===== src/common/dcc_pkg.sv =====
// Shared constants and types for the channel control block
package dcc_pkg;

  localparam int NUM_CH      = 4;
  localparam int NUM_EXT_CH  = 2;
  localparam int ADDR_W      = 8;

  // Register byte offsets
  localparam logic [ADDR_W-1:0] OFF_CH0_CTRL = 8'h00;
  localparam logic [ADDR_W-1:0] OFF_CH1_CTRL = 8'h04;
  localparam logic [ADDR_W-1:0] OFF_CH2_CTRL = 8'h08;
  localparam logic [ADDR_W-1:0] OFF_CH3_CTRL = 8'h0c;
  localparam logic [ADDR_W-1:0] OFF_GLOBAL   = 8'h10;

  // Channel control field positions
  localparam int BIT_DE     = 0;
  localparam int BIT_TE     = 1;
  localparam int BIT_IE     = 2;
  localparam int BIT_TS     = 3;
  localparam int BIT_TM     = 4;
  localparam int BIT_DS     = 5;
  localparam int BIT_AL     = 6;
  localparam int BIT_AM     = 7;
  localparam int BIT_SRC_LO = 8;
  localparam int BIT_SRC_HI = 11;

  // Global operation field positions
  localparam int BIT_GEN    = 0;
  localparam int BIT_NMI_ABORT_FLAG   = 1;
  localparam int BIT_AEF    = 2;
  localparam int BIT_PRI_LO = 8;
  localparam int BIT_PRI_HI = 9;

  // Reset values and write masks
  localparam logic [15:0] CTRL_RESET     = 16'h0000;
  localparam logic [15:0] GLOBAL_RESET   = 16'h0000;
  localparam logic [15:0] CTRL_WMASK_EXT = 16'hfffd;
  localparam logic [15:0] CTRL_WMASK_INT = 16'hff1d;
  localparam logic [15:0] GLOBAL_WMASK   = 16'h0301;

  // Request source codes
  localparam logic [3:0] SRC_EXT_DUAL    = 4'h0;
  localparam logic [3:0] SRC_EXT_MEM2DEV = 4'h2;
  localparam logic [3:0] SRC_EXT_DEV2MEM = 4'h3;
  localparam logic [3:0] SRC_AUTO        = 4'hc;

  // Decoded mode of one channel for the bus sequencer
  typedef struct packed {
    logic single_addr;
    logic mem_to_dev;
    logic burst;
    logic word_size;
    logic auto_req;
  } dcc_mode_t;

endpackage


===== src/dcc_channel_ctrl.sv =====
// Per-channel DMA request, acknowledge and completion control with APB registers
`timescale 1ns/1ns

// Overview of operation
// Code 0000 external dual; 0010 memory to device; 0011 device to memory.
// Codes 0100-0111 select serial 0/1 receive-full and transmit-empty requests.
// Codes 1000-1011 select timer 0-3 match A requests.
// Code 1100 auto-request, 1101 converter done; 0001, 1110, 1111 reserved.
// External request sources work only on channels 0 and 1.
// Dual mode acknowledge in read cycle if phase 0, write cycle if 1.
// Acknowledge polarity bit 0 active high, 1 active low.
// Request pin detected by low level or, if selected, falling edge.
// Bus mode bit selects cycle-steal (0) or burst (1).
// Size bit selects byte (0) or 16-bit word (1) units.
// Software picks byte size for byte-only peripherals.
// Interrupt enable gates completion flag onto the done interrupt.
// Completion flag sets when final unit completes normally.
// Aborts by NMI, address error or enable clear leave flag clear.
// Completion flag clears by writing 0 after reading 1; writing 1 ignored.
// No transfers start while completion flag is set.
// Auto-request runs once both enables set and all flags clear.
// Other modes transfer on a selected request when enabled and flags clear.
// Clearing channel enable stops the channel.
// Reset or standby clears every control field.
// Software changes request source only with channel enable clear.
// Phase, polarity and detect bits writable only on channels 0 and 1.
// Global enable needed for any transfer; clearing it aborts all.
// NMI or address error flag keeps every channel disabled.
module dcc_channel_ctrl #(
  parameter int NCH  = dcc_pkg::NUM_CH,
  parameter int NEXT = dcc_pkg::NUM_EXT_CH
) (
  // Clock, reset, power
  input  wire logic                           pclk,
  input  wire logic                           presetn,
  input  wire logic                           clk_en,
  input  wire logic                           standby,
  // APB slave
  input  wire logic                           psel,
  input  wire logic                           penable,
  input  wire logic                           pwrite,
  input  wire logic [dcc_pkg::ADDR_W-1:0]     paddr,
  input  wire logic [31:0]                    pwdata,
  output logic      [31:0]                    prdata,
  output logic                                pready,
  output logic                                pslverr,
  // External request and acknowledge pins
  input  wire logic [NEXT-1:0]                ext_request_pin_n,
  output logic      [NEXT-1:0]                ext_ack_pin,
  // On-chip peripheral requests
  input  wire logic                           serial0_rx_full_req,
  input  wire logic                           serial0_tx_empty_req,
  input  wire logic                           serial1_rx_full_req,
  input  wire logic                           serial1_tx_empty_req,
  input  wire logic [3:0]                     timer_match_req,
  input  wire logic                           conversion_done_req,
  // Bus sequencer side
  input  wire logic [NCH-1:0]                 unit_done,
  input  wire logic [NCH-1:0]                 last_unit,
  input  wire logic [NCH-1:0]                 read_cycle,
  input  wire logic [NCH-1:0]                 write_cycle,
  input  wire logic                           nmi_event,
  input  wire logic                           addr_error_event,
  output logic      [NCH-1:0]                 xfer_request,
  output logic      [NCH-1:0]                 ch_enabled,
  output dcc_pkg::dcc_mode_t [NCH-1:0]        ch_mode,
  // Interrupts toward the CPU
  output logic      [NCH-1:0]                 transfer_done_irq
);

  // Bus decode
  wire logic        setup_ph  = psel & ~penable;
  wire logic        access_ph = psel & penable;
  wire logic        wr_acc    = access_ph & pwrite & clk_en;
  wire logic        rd_acc    = access_ph & ~pwrite & clk_en;
  wire logic        hit_glb   = (paddr == dcc_pkg::OFF_GLOBAL);
  wire logic [NCH-1:0] hit_ch;
  wire logic        mapped    = hit_glb | (|hit_ch);

  logic [15:0]          glb_reg;
  logic [15:0]          glb_next;
  logic                 nmi_seen_reg;
  logic                 ae_seen_reg;
  logic [NCH-1:0][15:0] ctl_q;
  logic [31:0]          prdata_reg;
  logic [31:0]          rd_mux;

  wire logic gen_en   = glb_reg[dcc_pkg::BIT_GEN];
  wire logic nmi_flag = glb_reg[dcc_pkg::BIT_NMI_ABORT_FLAG];
  wire logic ae_flag  = glb_reg[dcc_pkg::BIT_AEF];
  // global gate
  wire logic glb_ok   = gen_en & ~nmi_flag & ~ae_flag;

  wire logic [7:0] periph_req = {timer_match_req, serial1_tx_empty_req,
                                 serial1_rx_full_req, serial0_tx_empty_req,
                                 serial0_rx_full_req};

  // Read data captured in setup so the access phase never waits
  always_comb begin
    rd_mux = 32'h0000_0000;
    if (hit_glb) begin
      rd_mux = {16'h0000, glb_reg};
    end
    for (int k = 0; k < NCH; k++) begin
      if (hit_ch[k]) begin
        rd_mux = {16'h0000, ctl_q[k]};
      end
    end
  end

  always_ff @(posedge pclk or negedge presetn) begin
    if (!presetn) begin
      prdata_reg <= 32'h0000_0000;
    end else if (clk_en && setup_ph) begin
      prdata_reg <= rd_mux;
    end
  end

  assign prdata  = prdata_reg;
  assign pready  = 1'b1;
  assign pslverr = access_ph & ~mapped;

  // Global operation register
  wire logic glb_wr = wr_acc & hit_glb;
  always_comb begin
    glb_next = glb_reg;
    if (glb_wr) begin
      glb_next = (glb_reg & ~dcc_pkg::GLOBAL_WMASK) | (pwdata[15:0] & dcc_pkg::GLOBAL_WMASK);
      if (nmi_seen_reg && !pwdata[dcc_pkg::BIT_NMI_ABORT_FLAG]) begin
        glb_next[dcc_pkg::BIT_NMI_ABORT_FLAG] = 1'b0;
      end
      if (ae_seen_reg && !pwdata[dcc_pkg::BIT_AEF]) begin
        glb_next[dcc_pkg::BIT_AEF] = 1'b0;
      end
    end
    // Event wins over a simultaneous clear
    if (nmi_event) begin
      glb_next[dcc_pkg::BIT_NMI_ABORT_FLAG] = 1'b1;
    end
    if (addr_error_event) begin
      glb_next[dcc_pkg::BIT_AEF] = 1'b1;
    end
  end

  always_ff @(posedge pclk or negedge presetn) begin
    if (!presetn) begin
      glb_reg      <= dcc_pkg::GLOBAL_RESET;
      nmi_seen_reg <= 1'b0;
      ae_seen_reg  <= 1'b0;
    end else if (clk_en) begin
      if (standby) begin
        glb_reg      <= dcc_pkg::GLOBAL_RESET;
        nmi_seen_reg <= 1'b0;
        ae_seen_reg  <= 1'b0;
      end else begin
        glb_reg <= glb_next;
        if (glb_wr) begin
          nmi_seen_reg <= 1'b0;
          ae_seen_reg  <= 1'b0;
        end else if (rd_acc && hit_glb) begin
          nmi_seen_reg <= nmi_seen_reg | nmi_flag;
          ae_seen_reg  <= ae_seen_reg | ae_flag;
        end
      end
    end
  end

  // Per-channel control
  for (genvar i = 0; i < NCH; i++) begin : g_ch
    localparam bit HAS_EXT = (i < NEXT);
    localparam logic [15:0] WMASK = HAS_EXT ? dcc_pkg::CTRL_WMASK_EXT
                                            : dcc_pkg::CTRL_WMASK_INT;

    logic [15:0] ctl_reg;
    logic [15:0] ctl_next;
    logic        te_seen_reg;
    logic        pin_q_reg;
    logic        edge_pend_reg;
    logic        ack_reg;

    assign hit_ch[i] = (paddr == dcc_pkg::ADDR_W'(4 * i));
    assign ctl_q[i]  = ctl_reg;

    wire logic       wr_hit = wr_acc & hit_ch[i];
    wire logic [3:0] src    = ctl_reg[dcc_pkg::BIT_SRC_HI:dcc_pkg::BIT_SRC_LO];
    wire logic       te     = ctl_reg[dcc_pkg::BIT_TE];

    // enable gating
    wire logic en = ctl_reg[dcc_pkg::BIT_DE] & ~te & glb_ok;
    assign ch_enabled[i] = en;

    // normal end only while enabled
    wire logic te_set = unit_done[i] & last_unit[i] & en;

    always_comb begin
      ctl_next = ctl_reg;
      if (wr_hit) begin
        // masked writes
        ctl_next = (ctl_reg & ~WMASK) | (pwdata[15:0] & WMASK);
        // clear only after reading 1
        if (te_seen_reg && !pwdata[dcc_pkg::BIT_TE]) begin
          ctl_next[dcc_pkg::BIT_TE] = 1'b0;
        end
      end
      if (te_set) begin
        ctl_next[dcc_pkg::BIT_TE] = 1'b1;
      end
    end

    // falling edge or low level detect
    wire logic pin_n    = HAS_EXT ? ext_request_pin_n[i % NEXT] : 1'b1;
    wire logic fall     = pin_q_reg & ~pin_n;
    wire logic ext_det  = ctl_reg[dcc_pkg::BIT_DS] ? edge_pend_reg : ~pin_n;
    // no external source past channel 1
    wire logic ext_req  = HAS_EXT & ext_det;

    // source selection, reserved codes request nothing
    wire logic [15:0] src_vec = {1'b0, 1'b0, conversion_done_req, 1'b1,
                                 periph_req, ext_req, ext_req, 1'b0, ext_req};
    assign xfer_request[i] = en & src_vec[src];

    // mode decode for sequencer
    wire logic single = HAS_EXT & ((src == dcc_pkg::SRC_EXT_MEM2DEV) |
                                   (src == dcc_pkg::SRC_EXT_DEV2MEM));
    assign ch_mode[i].single_addr = single;
    assign ch_mode[i].mem_to_dev  = single & (src == dcc_pkg::SRC_EXT_MEM2DEV);
    assign ch_mode[i].burst       = ctl_reg[dcc_pkg::BIT_TM];
    assign ch_mode[i].word_size   = ctl_reg[dcc_pkg::BIT_TS];
    assign ch_mode[i].auto_req    = (src == dcc_pkg::SRC_AUTO);

    // interrupt follows flag and enable
    assign transfer_done_irq[i] = te & ctl_reg[dcc_pkg::BIT_IE];

    // phase choice, ignored in single mode
    wire logic ack_act = single ? (read_cycle[i] | write_cycle[i])
                                : (ctl_reg[dcc_pkg::BIT_AM] ? write_cycle[i] : read_cycle[i]);

    always_ff @(posedge pclk or negedge presetn) begin
      if (!presetn) begin
        ctl_reg       <= dcc_pkg::CTRL_RESET;
        te_seen_reg   <= 1'b0;
        pin_q_reg     <= 1'b1;
        edge_pend_reg <= 1'b0;
        ack_reg       <= 1'b0;
      end else if (clk_en) begin
        if (standby) begin
          // standby clears like reset
          ctl_reg       <= dcc_pkg::CTRL_RESET;
          te_seen_reg   <= 1'b0;
          edge_pend_reg <= 1'b0;
          ack_reg       <= 1'b0;
        end else begin
          ctl_reg <= ctl_next;
          if (wr_hit) begin
            te_seen_reg <= 1'b0;
          end else if (rd_acc && hit_ch[i]) begin
            te_seen_reg <= te_seen_reg | te;
          end
          // Edge caught while enabled is kept; consumed by a serviced unit, dropped when the channel is disabled
          if (fall) begin
            edge_pend_reg <= 1'b1;
          end else if (unit_done[i] || !en) begin
            edge_pend_reg <= 1'b0;
          end
          // polarity applied at the pin
          ack_reg <= HAS_EXT & (ack_act ^ ctl_reg[dcc_pkg::BIT_AL]);
        end
        pin_q_reg <= pin_n;
      end
    end

    if (HAS_EXT) begin : g_pin
      assign ext_ack_pin[i] = ack_reg;
    end
  end

endmodule


===== config.mk =====
export PLATFORM = sky130hd
export DESIGN_NAME = dcc_channel_ctrl
export DESIGN_NICKNAME = d
export VERILOG_FILES = /design/src/common/dcc_pkg.sv /design/src/dcc_channel_ctrl.sv
export SDC_FILE = /design/constraint.sdc
export NUM_CORES = 1
export LEC_CHECK = 0
export BUFFER_PORTS_ARGS = -buffer_cell sky130_fd_sc_hd__clkbuf_2
export CAP_MARGIN = 20
export CORE_ASPECT_RATIO = 2
export CORE_MARGIN = 5
export CORE_UTILIZATION = 45
export CTS_BUF_LIST = sky130_fd_sc_hd__clkbuf_2 sky130_fd_sc_hd__clkbuf_4 sky130_fd_sc_hd__clkbuf_8
export DETAILED_ROUTE_END_ITERATION = 8
export PLACE_DENSITY = 0.77
export SLEW_MARGIN = 40
export SYNTH_ARGS = -nofsm -noshare
export SYNTH_HDL_FRONTEND = slang
export SYNTH_SLANG_ARGS = --single-unit

===== constraint.sdc =====
create_clock -name pclk -period 4.4 [get_ports pclk]
set_input_delay 0.66 -clock pclk [delete_from_list [all_inputs] [get_ports pclk]]
set_output_delay 0.66 -clock pclk [all_outputs]
set_load 0.01 [all_outputs]

==> results of run 1 <==
[power by group through the flow]
stage | sequential, µW | clock [µW] | combinational, µW
2_1_floorplan | 1020 | 0 | 396
3_3_place_gp | 1060 | 0 | 468
3_5_place_dp | 1080 | 0 | 493
4_1_cts | 1060 | 618 | 496
5_1_grt | 1080 | 659 | 550
6_report | 1060 | 612 | 499
[cell usage in the layout, fill, tap and decap left out, types with 6 or more instances in the layout]
master and n:
nand2_1 21, inv_1 71, a31oi_1 9, mux2_2 6, clkbuf_2 101, mux4_2 9
dfrtp_1 89, a311o_1 12, a21oi_1 17, o21ai_0 14, clkbuf_8 11, and2_1 8
nor3b_1 8, o221ai_1 25, conb_1 21, buf_4 9, nand3b_1 16, nor2_1 14
nor3_1 12, o22ai_1 39, mux2i_1 49, nand2b_1 15
[cell families (layout without fill, tap and decap cells)]
family                 count (synthesis)  count (layout)  share of synthesized area (%)
multiplexers                          64              64                          13.24
XOR/XNOR                               2               2                         0.3049
flip-flops                            91              91                          39.67
buffers and inverters                154             198                          13.13
AO/OA/AOI/OAI                        155             155                          19.42
AND/OR/NAND/NOR                      134             134                          14.11
other                                  2              21                         0.1307
[synthesized netlist by cell type, drive strengths merged, types with 4 or more instances]
cell type	instances
a31oi	9
nor3	12
dfrtp	89
mux4	9
a311oi	5
nand2	21
o221ai	25
clkbuf	35
mux2i	49
a311o	12
nor2	14
buf	48
nand4	4
o21ai	14
nor2b	5
nor3b	9
o22ai	39
nand3b	16
a41oi	5
o31ai	4
inv	71
a22oi	4
nor4	7
nand2b	15
o211ai	4
mux2	6
and2	9
nand3	5
and3b	4
a21oi	17
[final cells by class]
class | count | share of cell area, %
clock inverters | 3 | 0.7308
clock buffers | 13 | 2.627
flip-flops and latches | 91 | 35.99
inverters | 71 | 4.207
multi-input cells | 376 | 44.26
repair buffers | 111 | 9.224
well taps | 150 | 2.963
[layer usage]
metal | track usage (%) | wire length, µm | part of all wire [%]
met1 | 25.13 | 6250 | 36
met2 | 39.45 | 9033 | 52
met3 | 4.069 | 1176 | 6.8
met4 | 12.38 | 822 | 4.8
met5 | 0 | 0 | 0
[worst max-delay path by stage]
stage | endpoint | depth (start not counted) | slack, ps
4_1_cts | xfer_request[1] | 5 | 1200
6_report | xfer_request[1] | 5 | 1220
2_1_floorplan | pslverr | 4 | 1900
5_1_grt | xfer_request[1] | 5 | 1140
3_3_place_gp | g_ch[0].ctl_reg[15] | 5 | 1370
3_5_place_dp | g_ch[1].ctl_reg[15] | 5 | 1330
[critical path: cells and delay by family (launching register included)]
kind | cells | cell delay, ps
flops | 1 | 440
compound gates | 2 | 380
buf+inv | 1 | 170
simple gates | 2 | 1150
[stage by stage]
stage | total power, µW | setup WS (ps) | std cells
after floorplan | 1420 | 1900 | 621
after global placement | 1532 | 1372 | 798
after detailed placement | 1570 | 1326 | 798
after CTS | 2173 | 1198 | 814
after global routing | 2286 | 1145 | 815
final | 2173 | 1220 | 815
==> flow_summary.ini, run 1 <==
[synthesis]
yosysSeqAreaShare_pct = 39.67
synth_edf_count = 0
ys_seq_elements = 91
ys_top_cells_by_area = dfrtp_1 (39%), mux2i_1 (8.5%), buf_4 (4.8%), inv_1 (4.6%), o22ai_1 (4.2%)
synth_area_per_cell_um2 = 9.546
async_flop_share_pct = 100.0
ys_warn_count = 0
syn_inst = 602
yosys.area.top_type = dfrtp_1
synthFlopType = dfrtp_1
yosysTopAreaCellShare_pct = 38.75
netlist_area_mm2 = 0.005747
synth_cell_types = 57

[timing]
fin_crit_sh_pct = 72.27
max_slew_margin_pct = 42.60
rsz0062_at_grt = no
setup_violations = 0
hold_viol = 0
whs_ps = 340.1
finalSetupTns_ps = 0
fin_crit_ps = 3180
worst_pin_slew_ps = 861.0
drv_slew = 0
clock.fmax_mhz = 314.5
skew_ps = 10.83

[die]
dieHeight_um = 169.8
start_util_pct = 45.77
std_cell_rows = 58
die_width_um = 89.91
die-area_mm2 = 0.01527
ioPinCount = 144
coreArea_mm2 = 0.01255

[worst_setup_path]
r2r-end = g_ch[1].ctl_reg[1]
ff2ff_path_depth = 4
critPathMaxStageDelay_ps = 710
worstSetupPathType = reg -> out
crit_path_frequent_cell = nor3b_1
slowest_stage = nor3b_1
crit_start = glb_reg[2]
end_kind = primary output
r2r-start = glb_reg[2]
r2r_slack_ps = 2300
crit_required_ps = 3740
critPathMaxFanout = 5
cp.arrival_ps = 2520
critical_path.cell_chain = nor3b_1, nor3b_1, o31ai_1, a21oi_1, clkbuf_2
critPathLaunchType = flop

[finish]
nNetsFinal = 736
utilization_pct = 50.46
fillers = 1185
area_delta_synth_final_pct = 10.23
ff_latch_area_mm2 = 0.002280
fin_area_mm2 = 0.006335
layout-drive-gt1-share_pct = 23.16
multiInputGateArea_mm2 = 0.002804
largest_reg_flops = 58
antenna_cells = 0

[placed_design]
placed_area_mm2 = 0.006092
gp_congestion = 0.8727
place_hpwl_um = 12350
port_buffers = 102

[power_and_ir_drop]
p_leak_uw = 0.002968
power.density_mw_per_mm2 = 343.1
p_int_uw = 1473
vdd_drop_max_uv = 144.2
pwr-share-clk_pct = 28.1
comb_power_share_pct = 22.9
pwr-share-seq_pct = 48.9
netSwitchingFraction_pct = 32.22
p_sw_uw = 700.4

[routing]
firstDrtPassIters = 5
viasPerCell = 6.283
route.vias.total = 5121
drt_iter0_markers = 518
drc = 0
postRouteAntennaNets = 0
drt_wl_total_um = 17280
post_drt_wl_per_cell_um = 21.20

[clock_tree]
cts_resized = 0
cts_buffers = 9
ctsLongestPathBuffers = 2
cts.sinks = 91
clk_pin_slew_worst_paths_ps = 90
hold_buffers = 0
root_buffer = clkbuf_8
cts_tree = built
clk_latency_ps = 370
h-tree-depth = 3
cts_setup_buffers = 0

[grt]
grt_max_degree = 78
overflow = 0
grt_pass1_vias = 5211
grt_pass1_wl_um = 27470
antenna_found_initial = 0
track_usage_pct = 22.32

[run_status]
outcome = complete, no violations

[run]
cap_violations = 0

[worst_hold_path]
hold_path.class = in -> async
Note: power is estimated with default switching activity, not from simulation.
==> run 2, diff against run 1 <==
- PLACE_DENSITY: 0.77 -> 0.8
- clock period: 4.4 -> 2.8 ns (I/O delays scaled with it)
==> flow_summary.ini, run 2 (synthesized netlist as in run 1, its figures left out) <==
[grt]
antenna_found_initial = 1
track_usage_pct = 22.63
overflow = 0
grt_pass1_wl_um = 27990
grt_pass1_vias = 5212
grt_max_degree = 73

[die]
coreArea_mm2 = 0.01255
start_util_pct = 45.77
ioPinCount = 144
dieHeight_um = 169.8
die_width_um = 89.91
die-area_mm2 = 0.01527
std_cell_rows = 58

[timing]
setup_violations = 0
skew_ps = 12.68
clock.fmax_mhz = 390.8
rsz0062_at_grt = no
fin_crit_ps = 2559
worst_slack_ps = 241.5
finalSetupTns_ps = 0
whs_ps = 304.4
drv_slew = 0
hold_viol = 0
fin_crit_sh_pct = 91.38
worst_pin_slew_ps = 790.4
max_slew_margin_pct = 47.31

[worst_setup_path]
r2r_slack_ps = 900
worstSetupPathType = reg -> out
r2r-end = g_ch[0].ctl_reg[1]
crit_start = glb_reg[1]
r2r-start = glb_reg[1]
crit_required_ps = 2380
end_kind = primary output
path_buf_inv = 1
critPathLaunchType = flop
slowest_stage = dfrtp_1
critical_path.cell_chain = nor3b_2, nor3b_1, o31ai_1, a21oi_1, clkbuf_2
cp.arrival_ps = 2140
critPathTopFamily = simple AND/OR/NAND/NOR gates
cp_num_cells = 5
critPathMaxFanout = 4
ff2ff_path_depth = 5
critPathMaxStageDelay_ps = 440
critical_path.endpoint = xfer_request[0]

[routing]
viasPerCell = 6.148
postRouteAntennaNets = 0
drt_iter0_markers = 414
route.vias.total = 5109
post_drt_wl_per_cell_um = 21.00
drc = 0
firstDrtPassIters = 5
drt_wl_total_um = 17450

[power_and_ir_drop]
p_int_uw = 2271
pwr-share-seq_pct = 48.6
comb_power_share_pct = 23.6
p_leak_uw = 0.003036
power.density_mw_per_mm2 = 531.3
pwr-share-clk_pct = 27.8
p_sw_uw = 1153
vdd_drop_max_uv = 270.6
netSwitchingFraction_pct = 33.68

[placed_design]
gp_congestion = 0.9444
place_hpwl_um = 12880
port_buffers = 102
place_ws_ps = 387.7
place_inst = 812

[clock_tree]
root_buffer = clkbuf_8
cts_setup_buffers = 0
h-tree-depth = 3
clk_pin_slew_worst_paths_ps = 100
ctsLongestPathBuffers = 2
cts.sinks = 91
clk_latency_ps = 380
cts_buffers = 9
cts_tree = built

[finish]
area_delta_synth_final_pct = 12.13
layout-drive-gt1-share_pct = 24.12
final_common_cell = clkbuf_2
nNetsFinal = 751
layout_common_cells = clkbuf_2 (101), dfrtp_1 (89), inv_1 (71), mux2i_1 (49), o22ai_1 (39)
largest_reg_flops = 58
utilization_pct = 51.33
final_cells = 831

[worst_hold_path]
hold_path.class = in -> reg
whs_path_depth = 2

[run_status]
outcome = complete, no violations

[run]
cap_violations = 0
==> run 2: changes by cell type in the layout (fill, tap and decap cells not counted), sizes merged <==
cell         change
buf             +14
clkinvlp         +1
clkbuf           -4
dlygate4sd3      +1
clkinv           -1
diode            +1
inv              +4
==> run 2: cell type report <==
| cell class | instances | area (µm²) |
|---|---|---|
| Fill cell | 1161 | 6111 |
| Multi-Input combinational cell | 376 | 2789 |
| Sequential cell | 91 | 2280 |
| Timing Repair Buffer | 126 | 711.9 |
| Inverter | 71 | 266.5 |
| Tap cell | 150 | 187.7 |
| Clock buffer | 9 | 123.9 |
| Clock inverter | 7 | 82.58 |
| Antenna cell | 1 | 2.502 |
==> run 2: timing repair <==
item / in CTS / in global routing
setup endpoints to repair: 0 / 1
endpoints found under the hold margin: 19 / 0
hold buffers: 1 / 0
resized for setup: 0 / 1
==> run 2: power groups by stage <==
stage | Clock, µW | Combinational, µW | Sequential, µW
3_5_place_dp | 0 | 798 | 1690
2_1_floorplan | 0 | 623 | 1610
4_1_cts | 966 | 803 | 1660
6_report | 953 | 807 | 1660
5_1_grt | 1020 | 885 | 1690
3_3_place_gp | 0 | 757 | 1670
==> run 2: worst min path at each step <==
| stage | startpoint | endpoint | slack, ps |
|---|---|---|---|
| global placement | presetn | g_ch[2].ctl_reg[12] | 310 |
| floorplan | presetn | ae_seen_reg | 120 |
| finish | ext_request_pin_n[1] | g_ch[1].pin_q_reg | 300 |
| global route | ext_request_pin_n[1] | g_ch[1].pin_q_reg | 310 |
| CTS | ext_request_pin_n[1] | g_ch[1].pin_q_reg | 290 |
| detailed placement | presetn | g_ch[1].ctl_reg[12] | 320 |
==> run 2: routing by layer <==
| metal | up-vias | track usage (%) | share of wire (%) |
|---|---|---|---|
| li1 | 2300 | - | - |
| met1 | 2501 | 26.11 | 36 |
| met2 | 252 | 39.48 | 53 |
| met3 | 56 | 3.671 | 5.8 |
| met4 | 0 | 12.83 | 4.7 |
| met5 | - | 0 | 0 |
==> run 2: worst register-to-register path, delay by kind of cell, from the launching register on <==
family / cells / cell delay [ps]
AND/OR/NAND/NOR: 2 / 730
AO/OA/AOI/OAI: 2 / 430
buffers and inverters: 1 / 210
flip-flops: 1 / 440
==> run 2: per-stage QoR <==
step | area [µm²] | total power [µW]
2_1_floorplan | 5818 | 2231
3_3_place_gp | 6208 | 2428
3_5_place_dp | 6208 | 2485
4_1_cts | 6425 | 3428
5_1_grt | 6444 | 3594
6_report | 6444 | 3424
==> run 3, diff against run 2 <==
- MAX_ROUTING_LAYER: not set -> met4
==> flow_summary.ini, run 3 (synthesized netlist as in run 1, its figures left out) <==
[clock_tree]
cts_tree = built
h-tree-depth = 3
hold_buffers = 0
clk_pin_slew_worst_paths_ps = 90
cts_setup_buffers = 0
cts_buffers = 9
cts_resized = 0
root_buffer = clkbuf_8
clk_latency_ps = 380
cts.sinks = 91
ctsLongestPathBuffers = 2

[worst_setup_path]
worstSetupPathType = reg -> out
critical_path.cell_chain = nor3b_1, nor3b_1, o31ai_1, a21oi_1, clkbuf_2
critPathLaunchType = flop
critPathMaxFanout = 4
slowest_stage = nor3b_1
critPathMaxStageDelay_ps = 520
crit_required_ps = 2380
cp.arrival_ps = 2300
crit_path_frequent_cell = nor3b_1
end_kind = primary output

[timing]
setup_violations = 0
skew_ps = 8.272
fin_crit_sh_pct = 96.99
fin_crit_ps = 2716
clock.fmax_mhz = 368.2
rsz0062_at_grt = no
finalSetupTns_ps = 0
worst_pin_slew_ps = 820.8
drv_slew = 0
whs_ps = 42.40
max_slew_margin_pct = 45.28
hold_viol = 0

[finish]
final_common_cell = clkbuf_2
layout_common_cells = clkbuf_2 (101), dfrtp_1 (89), inv_1 (71), mux2i_1 (49), o22ai_1 (39)
largest_reg_flops = 58
utilization_pct = 51.19
area_delta_synth_final_pct = 11.82
ff_latch_area_mm2 = 0.002280
nNetsFinal = 750
multiInputGateArea_mm2 = 0.002784
fillers = 1151
fin_area_mm2 = 0.006426
layout-drive-gt1-share_pct = 24.01

[die]
start_util_pct = 45.77
coreArea_mm2 = 0.01255
die_width_um = 89.91
dieHeight_um = 169.8
std_cell_rows = 58
ioPinCount = 144
die-area_mm2 = 0.01527

[grt]
grt_pass1_vias = 5213
track_usage_pct = 23.33
antenna_found_initial = 1
grt_max_degree = 72
grt_pass1_wl_um = 27740
overflow = 0

[placed_design]
place_hpwl_um = 12960
port_buffers = 102
placed_area_mm2 = 0.006216
gp_congestion = 0.9662

[power_and_ir_drop]
vdd_drop_max_uv = 373.3
p_leak_uw = 0.003029
power.density_mw_per_mm2 = 532.1

[worst_hold_path]
hold_path.class = in -> async

[routing]
wl_met2_um = 9259
firstDrtPassIters = 5
drc = 0
postRouteAntennaNets = 0
post_drt_wl_per_cell_um = 21.34
highest_layer = met4
route.vias.total = 5200
drt_iter0_markers = 567
drt-met1-wl_um = 6443
viasPerCell = 6.265
drt_wl_total_um = 17710
routed-wl-met3_um = 1110

[run_status]
outcome = complete, no violations

[run]
cap_violations = 0
-- run 3: cell count changes in the layout (fill, tap and decap cells not counted), sizes merged --
cell,delta
inv,-4
clkbuf,+2
clkinv,+2
dlygate4sd3,-1
-- run 3: final timing paths --
check	from	to	slack [ps]	depth (start not counted)
min in group pclk	ext_request_pin_n[1]	g_ch[1].pin_q_reg	310	2
min reg2reg	ae_seen_reg	glb_reg[2]	480	1
min	presetn	g_ch[1].ctl_reg[12]	40	1
max	glb_reg[1]	xfer_request[1]	80	5
max reg2reg	glb_reg[1]	g_ch[1].ctl_reg[1]	790	5
max in group asynchronous	presetn	g_ch[1].pin_q_reg	2000	2
-- run 3: cell type report --
| cell class | instances | share of cell area, % |
|---|---|---|
| Sequential cell | 91 | 35.48 |
| Timing Repair Buffer | 125 | 10.86 |
| Tap cell | 150 | 2.921 |
| Multi-Input combinational cell | 376 | 43.32 |
| Inverter | 71 | 4.147 |
| Antenna cell | 1 | 0.03894 |
| Clock inverter | 5 | 0.9735 |
| Clock buffer | 11 | 2.259 |
-- run 3: worst max-delay path, delay by kind of cell, from the launching register on --
family	cells	cell delay [ps]
compound gates	2	340
simple gates	2	980
flops	1	430
buf+inv	1	170
-- run 3: stage by stage --
| step | std cells | total power [µW] | worst slack, ps |
|---|---|---|---|
| 3_5_place_dp | 813 | 2484 | 455.5 |
| 3_3_place_gp | 813 | 2430 | 545.6 |
| 5_1_grt | 830 | 3578 | 22.20 |
| 6_report | 830 | 3419 | 84.15 |
| 4_1_cts | 829 | 3417 | 134.8 |
| 2_1_floorplan | 621 | 2231 | 643.5 |
-- run 3: power by group --
part           leakage, µW  total, µW  internal (µW)  switching (µW)
combinational      0.00172        802            362             440
sequential         0.00121       1670           1480             190
clock            0.0000992        949            450             499
-- run 3: routing by layer --
layer	up-vias	GRT usage [%]
met3	61	3.273
li1	2297	-
met5	-	-
met4	0	14.00
met2	283	39.29
met1	2559	26.08
